===== src/hdl/mgmt_map.vh =====
`ifndef MGMT_MAP_VH
`define MGMT_MAP_VH
// ----------------------------------------
// Register byte offsets
// ----------------------------------------
`define OFS_CTRL      8'h00
`define OFS_CMD       8'h04
`define OFS_WDATA     8'h08
`define OFS_STATUS    8'h0c
`define OFS_RDATA     8'h10
`define OFS_CFG_LO    8'h14
`define OFS_CFG_HI    8'h18
// ----------------------------------------
// Fields
// ----------------------------------------
`define CTRL_DIV_MSB  4
`define CTRL_EN_BIT   5
`define CMD_ADDR_MSB  9
`define CMD_OP_LSB    10
`define CTRL_RESET    32'h0000_0000
// ----------------------------------------
// Serial frame
// ----------------------------------------
`define OP_READ       2'h2
`define FRAME_LAST    6'h3f
`define TA_FIRST      6'h2e
`define DATA_FIRST    6'h30
`define PREAMBLE      32'hffff_ffff
`define START_CODE    2'h1
`define TA_WRITE      2'h2
// ----------------------------------------
// Configuration vector
// ----------------------------------------
`define CFG_RX_MASK   64'h801f_ffff_ffff_ffff
`define CFG_TX_MASK   64'h0fc0_0000_0000_0000
`define CFG_NOW_MASK  64'h7020_0000_0000_0000
`define CB_RX_HALF    48
`define CB_RX_VLAN    49
`define CB_RX_EN      50
`define CB_RX_FCS     51
`define CB_RX_JUMBO   52
`define CB_RX_RST     53
`define CB_TX_GAP     54
`define CB_TX_HALF    55
`define CB_TX_VLAN    56
`define CB_TX_EN      57
`define CB_TX_FCS     58
`define CB_TX_JUMBO   59
`define CB_TX_RST     60
`define CB_TX_FC      61
`define CB_RX_FC      62
`define CB_LT_DIS     63
`endif


===== src/hdl/mgmt_front.v =====
// Decided for this implementation: register access over APB and the register addresses.
`timescale 1ns/10ps
`include "mgmt_map.vh"
module mgmt_front #(
	parameter HALF_DUPLEX_CAPABLE = 1,
	parameter GAP_W               = 8,
	parameter [7:0] MIN_GAP       = 8'h0c
) (
	// Clock and reset
	input  wire              core_clk_in,
	input  wire              reset_in,
	// APB slave
	input  wire              psel_in,
	input  wire              penable_in,
	input  wire              pwrite_in,
	input  wire [7:0]        paddr_in,
	input  wire [31:0]       pwdata_in,
	output reg  [31:0]       prdata_out,
	output reg               pready_out,
	output reg               pslverr_out,
	// Serial management pins
	output reg               mdc_out,
	output reg               mdio_out,
	output reg               mdio_oe_n_out,
	input  wire              mdio_in,
	output reg               serial_mgmt_ready_out,
	// Configuration vector and frame engine status
	input  wire [63:0]       config_vector_in,
	input  wire              rx_frame_busy_in,
	input  wire              tx_frame_busy_in,
	input  wire [GAP_W-1:0]  gap_delay_input_in,
	input  wire              pause_req_in,
	input  wire              rx_pause_frame_in,
	// Decoded configuration
	output reg  [47:0]       pause_addr_out,
	output reg               rx_half_duplex_out,
	output reg               rx_vlan_en_out,
	output reg               rx_enable_out,
	output reg               rx_fcs_pass_out,
	output reg               rx_jumbo_en_out,
	output reg               rx_reset_out,
	output reg               rx_lt_check_dis_out,
	output reg  [GAP_W-1:0]  tx_gap_out,
	output reg               tx_half_duplex_out,
	output reg               tx_vlan_en_out,
	output reg               tx_enable_out,
	output reg               tx_client_fcs_out,
	output reg               tx_jumbo_en_out,
	output reg               tx_reset_out,
	output reg               tx_pause_send_out,
	output reg               rx_pause_inhibit_out,
	output reg               rx_pause_to_client_out
);

	// ----------------------------------------
	// States and decode helpers
	// ----------------------------------------
	localparam ST_IDLE = 1'b0;
	localparam ST_BUSY = 1'b1;

	// Only the read opcode hands the data pin to the PHY
	function is_read_op;
		input [1:0] op;
		begin
			is_read_op = (op == `OP_READ);
		end
	endfunction

	// Whole frame, first bit on the wire in the top position
	function [63:0] frame_word;
		input [11:0] hdr;
		input [15:0] data;
		begin
			frame_word = {`PREAMBLE, `START_CODE,
				hdr[11:10],
				hdr[9:5], hdr[4:0],
				`TA_WRITE, data};
		end
	endfunction

	// Configuration bits allowed to move in this cycle
	function [63:0] cfg_update_mask;
		input rx_busy;
		input tx_busy;
		begin
			cfg_update_mask = `CFG_NOW_MASK;
			if (!rx_busy)
				cfg_update_mask = cfg_update_mask | `CFG_RX_MASK;
			if (!tx_busy)
				cfg_update_mask = cfg_update_mask | `CFG_TX_MASK;
		end
	endfunction

	// ----------------------------------------
	// Address decode
	// ----------------------------------------

	function is_mapped;
		input [7:0] a;
		begin
			is_mapped = (a == `OFS_CTRL) || (a == `OFS_CMD) || (a == `OFS_WDATA) ||
				(a == `OFS_STATUS) || (a == `OFS_RDATA) || (a == `OFS_CFG_LO) ||
				(a == `OFS_CFG_HI);
		end
	endfunction

	// ----------------------------------------
	// Register bus
	// ----------------------------------------
	reg  [4:0]  clk_div;
	reg         mdio_en;
	reg  [11:0] cmd;
	reg  [15:0] wr_data;
	reg  [15:0] rd_data;
	reg  [63:0] cfg;
	reg         state;
	reg  [31:0] next_rdata;
	wire        setup = psel_in & ~penable_in;
	wire        wr_go = psel_in & penable_in & pready_out & pwrite_in;
	wire        cmd_hit = wr_go && (paddr_in == `OFS_CMD);
	wire        start = cmd_hit && (state == ST_IDLE) && mdio_en;

	// ----------------------------------------
	// Read data selection
	// ----------------------------------------
	always @* begin
		case (paddr_in)
			`OFS_CTRL:   next_rdata = {26'h0, mdio_en, clk_div};
			`OFS_CMD:    next_rdata = {20'h0, cmd};
			`OFS_WDATA:  next_rdata = {16'h0, wr_data};
			`OFS_STATUS: next_rdata = {30'h0, mdio_en, serial_mgmt_ready_out};
			`OFS_RDATA:  next_rdata = {16'h0, rd_data};
			`OFS_CFG_LO: next_rdata = cfg[31:0];
			`OFS_CFG_HI: next_rdata = cfg[63:32];
			default:     next_rdata = 32'h0000_0000;
		endcase
	end

	// ----------------------------------------
	// Bus response
	// ----------------------------------------
	// Zero-wait slave: data is fetched in setup so pready can stand registered
	always @(posedge core_clk_in or posedge reset_in) begin
		if (reset_in) begin
			prdata_out  <= 32'h0000_0000;
			pready_out  <= 1'b0;
			pslverr_out <= 1'b0;
		end else begin
			pready_out  <= setup;
			pslverr_out <= setup & ~is_mapped(paddr_in);
			prdata_out  <= (setup & ~pwrite_in) ? next_rdata : 32'h0000_0000;
		end
	end

	// ----------------------------------------
	// Control registers
	// ----------------------------------------
	always @(posedge core_clk_in or posedge reset_in) begin
		if (reset_in) begin
			clk_div <= 5'h00;
			mdio_en <= 1'b0;
			cmd     <= 12'h000;
			wr_data <= 16'h0000;
		end else if (wr_go) begin
			// Divide frozen mid-frame so the serial clock period never jumps
			if (paddr_in == `OFS_CTRL && state == ST_IDLE) begin
				clk_div <= pwdata_in[`CTRL_DIV_MSB:0];
				// Enable refused while divide is zero, so MDC never overspeeds
				mdio_en <= pwdata_in[`CTRL_EN_BIT] && (pwdata_in[`CTRL_DIV_MSB:0] != 5'h00);
			end
			// Command only moves between frames
			if (paddr_in == `OFS_CMD && state == ST_IDLE)
				cmd <= pwdata_in[11:0];
			if (paddr_in == `OFS_WDATA)
				wr_data <= pwdata_in[15:0];
		end
	end

	// ----------------------------------------
	// Serial management master
	// ----------------------------------------
	reg  [4:0]  div_cnt;
	reg  [5:0]  bit_cnt;
	reg  [63:0] shift;
	reg  [15:0] rx_shift;
	reg         is_read;
	wire        tick = (div_cnt == clk_div);
	wire        ta_up = is_read && (bit_cnt >= `TA_FIRST);

	// ----------------------------------------
	// Serial clock divider
	// ----------------------------------------
	// Held at zero between frames so each frame opens on a full half period
	always @(posedge core_clk_in or posedge reset_in) begin
		if (reset_in)
			div_cnt <= 5'h00;
		else if (state != ST_BUSY || tick)
			div_cnt <= 5'h00;
		else
			div_cnt <= div_cnt + 5'h01;
	end

	// ----------------------------------------
	// Frame sequencer
	// ----------------------------------------

	always @(posedge core_clk_in or posedge reset_in) begin
		if (reset_in) begin
			state                 <= ST_IDLE;
			rx_shift              <= 16'h0000;
			bit_cnt               <= 6'h00;
			shift                 <= 64'h0;
			is_read               <= 1'b0;
			rd_data               <= 16'h0000;
			mdc_out               <= 1'b0;
			mdio_out              <= 1'b1;
			mdio_oe_n_out         <= 1'b1;
			serial_mgmt_ready_out <= 1'b1;
		end else begin
			case (state)
				ST_IDLE: begin
					mdc_out       <= 1'b0;
					mdio_oe_n_out <= 1'b1;
					// A request while busy never reaches here
					if (start) begin
						state                 <= ST_BUSY;
						serial_mgmt_ready_out <= 1'b0;
						is_read               <= is_read_op(pwdata_in[11:10]);
						bit_cnt               <= 6'h00;
						shift                 <= frame_word(pwdata_in[11:0], wr_data);
						mdio_out              <= 1'b1;
						mdio_oe_n_out         <= 1'b0;
					end
				end
				ST_BUSY: begin
					if (tick) begin
						mdc_out <= ~mdc_out;
						// Rising serial edge: PHY data is taken
						if (!mdc_out) begin
							if (ta_up && bit_cnt >= `DATA_FIRST)
								rx_shift <= {rx_shift[14:0], mdio_in};
						end else if (bit_cnt == `FRAME_LAST) begin
							state                 <= ST_IDLE;
							mdio_oe_n_out         <= 1'b1;
							serial_mgmt_ready_out <= 1'b1;
							// Read data swaps in whole, never half shifted
							if (is_read)
								rd_data <= rx_shift;
						end else begin
							bit_cnt       <= bit_cnt + 6'h01;
							shift         <= {shift[62:0], 1'b0};
							mdio_out      <= shift[62];
							// Turnaround onward belongs to the PHY on reads
							mdio_oe_n_out <= is_read && (bit_cnt + 6'h01 >= `TA_FIRST);
						end
					end
				end
				default: state <= ST_IDLE;
			endcase
		end
	end

	// ----------------------------------------
	// Configuration vector
	// ----------------------------------------
	reg  [63:0] cfg_s1;
	reg  [63:0] cfg_s2;
	wire [63:0] upd     = cfg_update_mask(rx_frame_busy_in, tx_frame_busy_in);
	wire        hd_ok   = (HALF_DUPLEX_CAPABLE != 0);

	// ----------------------------------------
	// Synchroniser and deferred apply
	// ----------------------------------------
	// Bits are synchronised one by one; a word that changes skewed may tear for a cycle

	always @(posedge core_clk_in or posedge reset_in) begin
		if (reset_in) begin
			cfg_s1 <= 64'h0;
			cfg_s2 <= 64'h0;
			cfg    <= 64'h0;
		end else begin
			cfg_s1 <= config_vector_in;
			cfg_s2 <= cfg_s1;
			cfg    <= (cfg & ~upd) | (cfg_s2 & upd);
		end
	end

	// ----------------------------------------
	// Receive side outputs
	// ----------------------------------------
	always @(posedge core_clk_in or posedge reset_in) begin
		if (reset_in) begin
			pause_addr_out         <= 48'h0;
			rx_half_duplex_out     <= 1'b0;
			rx_vlan_en_out         <= 1'b0;
			rx_enable_out          <= 1'b0;
			rx_fcs_pass_out        <= 1'b0;
			rx_jumbo_en_out        <= 1'b0;
			rx_reset_out           <= 1'b1;
			rx_lt_check_dis_out    <= 1'b0;
			rx_pause_inhibit_out   <= 1'b0;
			rx_pause_to_client_out <= 1'b0;
		end else begin
			pause_addr_out         <= cfg[47:0];
			rx_half_duplex_out     <= hd_ok & cfg[`CB_RX_HALF];
			rx_vlan_en_out         <= cfg[`CB_RX_VLAN];
			rx_enable_out          <= cfg[`CB_RX_EN];
			rx_fcs_pass_out        <= cfg[`CB_RX_FCS];
			rx_jumbo_en_out        <= cfg[`CB_RX_JUMBO];
			rx_reset_out           <= cfg[`CB_RX_RST];
			rx_lt_check_dis_out    <= cfg[`CB_LT_DIS];
			// Pause frames go to the inhibit or to the client, never both
			rx_pause_inhibit_out   <= rx_pause_frame_in & cfg[`CB_RX_FC];
			rx_pause_to_client_out <= rx_pause_frame_in & ~cfg[`CB_RX_FC];
		end
	end

	// ----------------------------------------
	// Transmit side outputs
	// ----------------------------------------
	always @(posedge core_clk_in or posedge reset_in) begin
		if (reset_in) begin
			tx_gap_out             <= MIN_GAP[GAP_W-1:0];
			tx_half_duplex_out     <= 1'b0;
			tx_vlan_en_out         <= 1'b0;
			tx_enable_out          <= 1'b0;
			tx_client_fcs_out      <= 1'b0;
			tx_jumbo_en_out        <= 1'b0;
			tx_reset_out           <= 1'b1;
			tx_pause_send_out      <= 1'b0;
		end else begin
			// Minimum gap unless the adjust bit hands it to the port
			tx_gap_out             <= cfg[`CB_TX_GAP] ? gap_delay_input_in
				: MIN_GAP[GAP_W-1:0];
			tx_half_duplex_out     <= hd_ok & cfg[`CB_TX_HALF];
			tx_vlan_en_out         <= cfg[`CB_TX_VLAN];
			tx_enable_out          <= cfg[`CB_TX_EN];
			tx_client_fcs_out      <= cfg[`CB_TX_FCS];
			tx_jumbo_en_out        <= cfg[`CB_TX_JUMBO];
			tx_reset_out           <= cfg[`CB_TX_RST];
			tx_pause_send_out      <= pause_req_in & cfg[`CB_TX_FC];
		end
	end

endmodule // mgmt_front


===== config.mk =====
export PLATFORM = sky130hd
export DESIGN_NAME = mgmt_front
export DESIGN_NICKNAME = d
export VERILOG_FILES = /design/src/hdl/mgmt_front.v
export VERILOG_INCLUDE_DIRS = /design/src /design/src/hdl
export SDC_FILE = /design/constraint.sdc
export NUM_CORES = 1
export LEC_CHECK = 0
export ABC_AREA = 0
export BUFFER_PORTS_ARGS = -buffer_cell sky130_fd_sc_hd__buf_4
export CORE_MARGIN = 1.5
export CORE_UTILIZATION = 60
export DETAILED_ROUTE_END_ITERATION = 6
export PLACE_DENSITY = 0.84
export SLEW_MARGIN = 20
export SYNTH_ARGS = -nofsm -noshare
export SYNTH_HDL_FRONTEND = slang
export SYNTH_SLANG_ARGS = --single-unit

===== constraint.sdc =====
create_clock -name core_clk_in -period 26.6 [get_ports core_clk_in]
set_clock_uncertainty 0.2 [all_clocks]
set_input_delay 0 -clock core_clk_in [delete_from_list [all_inputs] [get_ports core_clk_in]]
set_output_delay 0 -clock core_clk_in [all_outputs]
set_load 0.03 [all_outputs]

Word level (Yosys, flattened, before mapping). Index checks and enable logic that the tools add are counted.

Bits in registers: 444. Input port bits: 122. Logic and storage cells: 142.

Add/subtract/negate cells: 2. Magnitude comparators: 3. Equality and inequality tests: 14. Multiplexer cells: 38. Bitwise gates (word level): 19. Reduce and logical (&&, ||, !) cells: 27.

Operators with widths (count): $mux 63 (4); $pmux 32 s7 (1); $and 64x64->64 (2); $pmux 63 s2 (1); $mux 64 (1); $not 64->64 (1); $or 64x64->64 (1); $mux 60 (1); $mux 32 (1); $eq 8x5->1 const B (3); $mux 6 (4); $ge 6x6->1 const B (3); $mux 1 (17); $eq 8x4->1 const B (2); $pmux 6 s2 (1); $reduce_and 4->1 (3); $pmux 1 s2 (5); $reduce_and 2->1 (5); $and 1x1->1 (9); $logic_and 1x1->1 (9); $eq 8x3->1 const B (1); $logic_not 8->1 (1); $mux 8 (1); $logic_or 1x1->1 (7); other kinds (11) (19).

Depth between registers and ports, before layout.
Depth after elaboration: 9. Depth in mapped cells: 10. Gate-level depth less buffers: 7.

Worst setup path before layout. OpenSTA, ideal clock, no wires.

Path type: reg2reg. Start point: register div_cnt[0]. End point: register rd_data[0]. Setup time: 0.128 ns. Arrival: 2.248 ns. Required time: 26.272 ns. Slack: 24.024 ns. Stages on the path, launching flop included: 8. Path buffers: 2. Clock period less this slack: 2.576 ns. Cell sequence: dfrtp_1 > xor2_1 > nor4_1 > nand2_1 > or4b_1 > clkbuf_1 > buf_2 > mux2_1.

Cells in the longest elaborated chain, start to end: 2.

RTL lines: start, declared (RTL line mgmt_front.v:182) `reg [4:0] div_cnt;`; start signal, assigned (RTL line mgmt_front.v:200) `div_cnt <= div_cnt + 5'h01;`; $eq 5x5->1 (RTL line mgmt_front.v:187) `wire tick = (div_cnt == clk_div);`; $reduce_and 5->1 (no source line); end signal, assigned (RTL line mgmt_front.v:248) `rd_data <= rx_shift;`; end, declared (RTL line mgmt_front.v:114) `reg [15:0] rd_data;`.

Every way passes these cells. A chain may end at the register's enable or synchronous reset.

Final worst setup path.
Start point: input port paddr_in[2]. End point: register wr_data[9].

Cells in the longest elaborated chain, start to end: 2.

RTL lines: start, declared (RTL line mgmt_front.v:16) `input wire [7:0] paddr_in,`; $eq 8x4->1; $reduce_and 2->1 (no source line); end signal, assigned (RTL line mgmt_front.v:175) `wr_data <= pwdata_in[15:0];`; end, declared (RTL line mgmt_front.v:113) `reg [15:0] wr_data;`.

Every way passes these cells.

==> impl_metrics.yaml <==
status:
  status: "finished, final reports clean"
sta:
  setup_viol: 0
  timing.fmax_ghz: 0.266
  layout_setup_ws_ns: 22.84
  hold_slack_ns: 0.0239
  worst_slew_pin_slew_ns: 0.990
  rsz0062_at_grt: "false"
  finalHoldViolations: 0
  tns_ns: 0
  drv_slew: 0
  period_share: 0.141
  relSlewSlack: 0.340
  period_needed_ns: 3.76
synthesis:
  yosysUniqueCellTypes: 53
  synth_compound_area_frac: 0.0643
  synthArstFlopShare: 1.00
  synth_edf_count: 0
  netlist_top_cells_count: "437 x dfrtp_1, 114 x mux2_2, 48 x mux2i_1"
  synth_area_leaders: "dfrtp_1 72%, mux2_2 8.5%, mux2i_1 3.2%, o22a_1 2.0%, nand3_1 1.2%"
  synth_top_area_cell: "dfrtp_1"
  synth_top_family_by_area: "multiplexers"
  ys_seq_elements: 444
  syn-cell-area_um2: 15200
  synthSimpleGateAreaFrac: 0.0468
  avgSynthCellArea_um2: 15.6
  syn_nets: 1102
  netlist_instances: 976
  synth_top_area_share: 0.720
  ys_warn_count: 0
  synth-seq-area-share: 0.732
  ys.flop_type: "dfrtp_1"
  yosysMostFrequentCell: "dfrtp_1"
  synthAdderAreaFrac: 0.00330
  muxShareOfSynthArea: 0.127
  yosys.area_share.xor_xnor: 0.00692
routing:
  route.detailed.drc: 0
  routedWlPerCell_um: 25.2
  vias: 10200
  drtIter0Drc: 855
  ant_nets: 0
  routed_wl_mm: 43.8
  viasPerCell: 5.88
  dr.pass1.iters: 5
clock_network:
  clock_sinks: 444
  cts.root.buffer_cell: "clkbuf_16"
  clkTransAtPathRegs_ns: 0.07
  clock_latency_ns: 0.56
  cts_tree: "done"
  cts_made_buffers: 43
  cts_buffer_depth: 3
  h-tree-depth: 2
critical_path:
  r2r_slack_ns: 23.36
  cp-start-kind: "primary input"
  cpPeakStageDelay_ns: 0.79
  critPathMaxFanout: 15
  slowest_stage: "and2_0"
  r2r_cells: 7
  required_ns: 26.83
  crit_type: "in -> reg"
  path_cells: "dlygate4sd3_1 > buf_4 > nor3_1 > dlygate4sd3_1 > buf_4 > and2_0 > nor2b_1 > buf_4 > mux2_2"
  cp.arrival_ns: 3.99
  cp-end-kind: "register"
  path_common_cell: "buf_4"
global_routing:
  grt_max_degree: 151
  grt_overflow: 0
  grt_pass1_wl_mm: 67.1
  grt_util_all_layers: 0.346
  grt_pass1_vias: 11300
  antenna_found_initial: 0
placement:
  place_ws_ns: 23.04
  portBuffers: 215
  place_area_um2: 17100
  dpl.hpwl_mm: 20.9
  place.gp.congestion: 0.808
floorplan:
  ioPinCount: 232
  fp.coreArea_um2: 25000
  die_h_um: 162
  die_w_um: 162
  dieArea_um2: 26300
  start_util: 0.606
  row_count: 58
finish:
  n_antenna_cell: 0
  area_delta_synth_final_pct: 33.7
  nNetsFinal: 1498
  fillers: 1140
  drive_above_1_share: 0.305
  fin_area_um2: 20300
pwr:
  ir_drop_uv: 71.7
  power_density_nw_per_um2: 72.4
  power_leakage_nw: 9.45
min_path:
  min_path_type: "in -> reg"
  whs_path_depth: 3
job:
  drv_cap: 0
-- final cells by class --
type                       count  area [µm²]  area share
clock buffer                  64        1270      0.0628
clock inverter                14         163     0.00801
inverter                      10        50.0     0.00247
multi-input combinational    468        3790       0.187
sequential                   444       11100       0.548
tap                          330         413      0.0203
timing repair buffer         405        3480       0.172
-- cell families after synthesis --
kind of cell    Yosys count
fa+ha+maj                 4
xor+xnor                 12
flops                   444
compound gates          139
buf+inv                  64
simple gates            138
mux                     175
-- cells in the final DEF (no fill, tap or decap), types with 3 or more instances in the layout --
cell           count
a21oi_1           13
a221oi_1           6
a22o_1             6
a22oi_1           16
a2bb2oi_1          4
a32oi_1            3
and2_1            10
buf_4            228
clkbuf_1           9
clkbuf_16         43
clkbuf_8          12
clkinv_2           8
dfrtp_1          437
dfstp_2            7
dlygate4sd3_1    176
ha_1               4
inv_1              8
mux2_1            11
mux2_2           114
mux2i_1           48
nand2_1           13
nand2b_1           6
nand3_1           37
nor2_1            33
nor2b_1            5
nor3_1             9
nor3b_1            3
o211ai_1           4
o21ai_0           13
o21ai_1           28
o22a_1            34
o22ai_1            6
or3_1              3
or4_1              3
xnor2_1            5
xor2_1             7
-- per-layer routing --
metal  routed length [µm]  global-route usage  share of wire  vias to the layer above
met5                    0                   0              0                        -
met4                 2880               0.204          0.066                        0
met3                 2820              0.0641          0.064                      188
met2                22600               0.599           0.52                      561
met1                15500               0.405           0.35                     5245
li1                     -                   -              -                     4215
-- critical path: cells and delay by family --
| kind | cells | cell delay [ns] |
|---|---|---|
| muxes | 1 | 0.37 |
| buffers and inverters | 5 | 1.90 |
| and+or+nand+nor | 3 | 1.71 |
-- power by group --
part / total [W] / switching, W / internal, W
Clock: 0.000623 / 0.000269 / 0.000354
Sequential: 0.000728 / 0.0000213 / 0.000707
Combinational: 0.000119 / 0.0000657 / 0.0000535
-- what timing repair did --
action,in CTS,in global routing
setup endpoints to repair,0,0
gates resized for setup,0,0
hold endpoints to repair,348,2
buffers inserted,0,0
hold buffers,175,1
-- stage by stage --
| step | util | cells | total power [W] |
|---|---|---|---|
| finish | 0.811 | 1735 | 0.00147 |
| global placement | 0.682 | 1481 | 0.000823 |
| floorplan | - | 976 | 0.000782 |
| CTS | 0.809 | 1734 | 0.00145 |
| global route | 0.811 | 1735 | 0.00151 |
| detailed placement | 0.682 | 1481 | 0.000828 |
-- path summary, 6_finish.rpt --
kind | startpoint | endpoint
max in group asynchronous | reset_in | tx_gap_out[0]
worst min register to register | cfg_s1[48] | cfg_s2[48]
worst max register to register | bit_cnt[0] | shift[42]
worst min-delay path | gap_delay_input_in[2] | tx_gap_out[2]
min in group asynchronous | reset_in | asynchronous set/reset pin
worst max-delay path | paddr_in[2] | wr_data[9]
(Power assumes the default switching activity.)
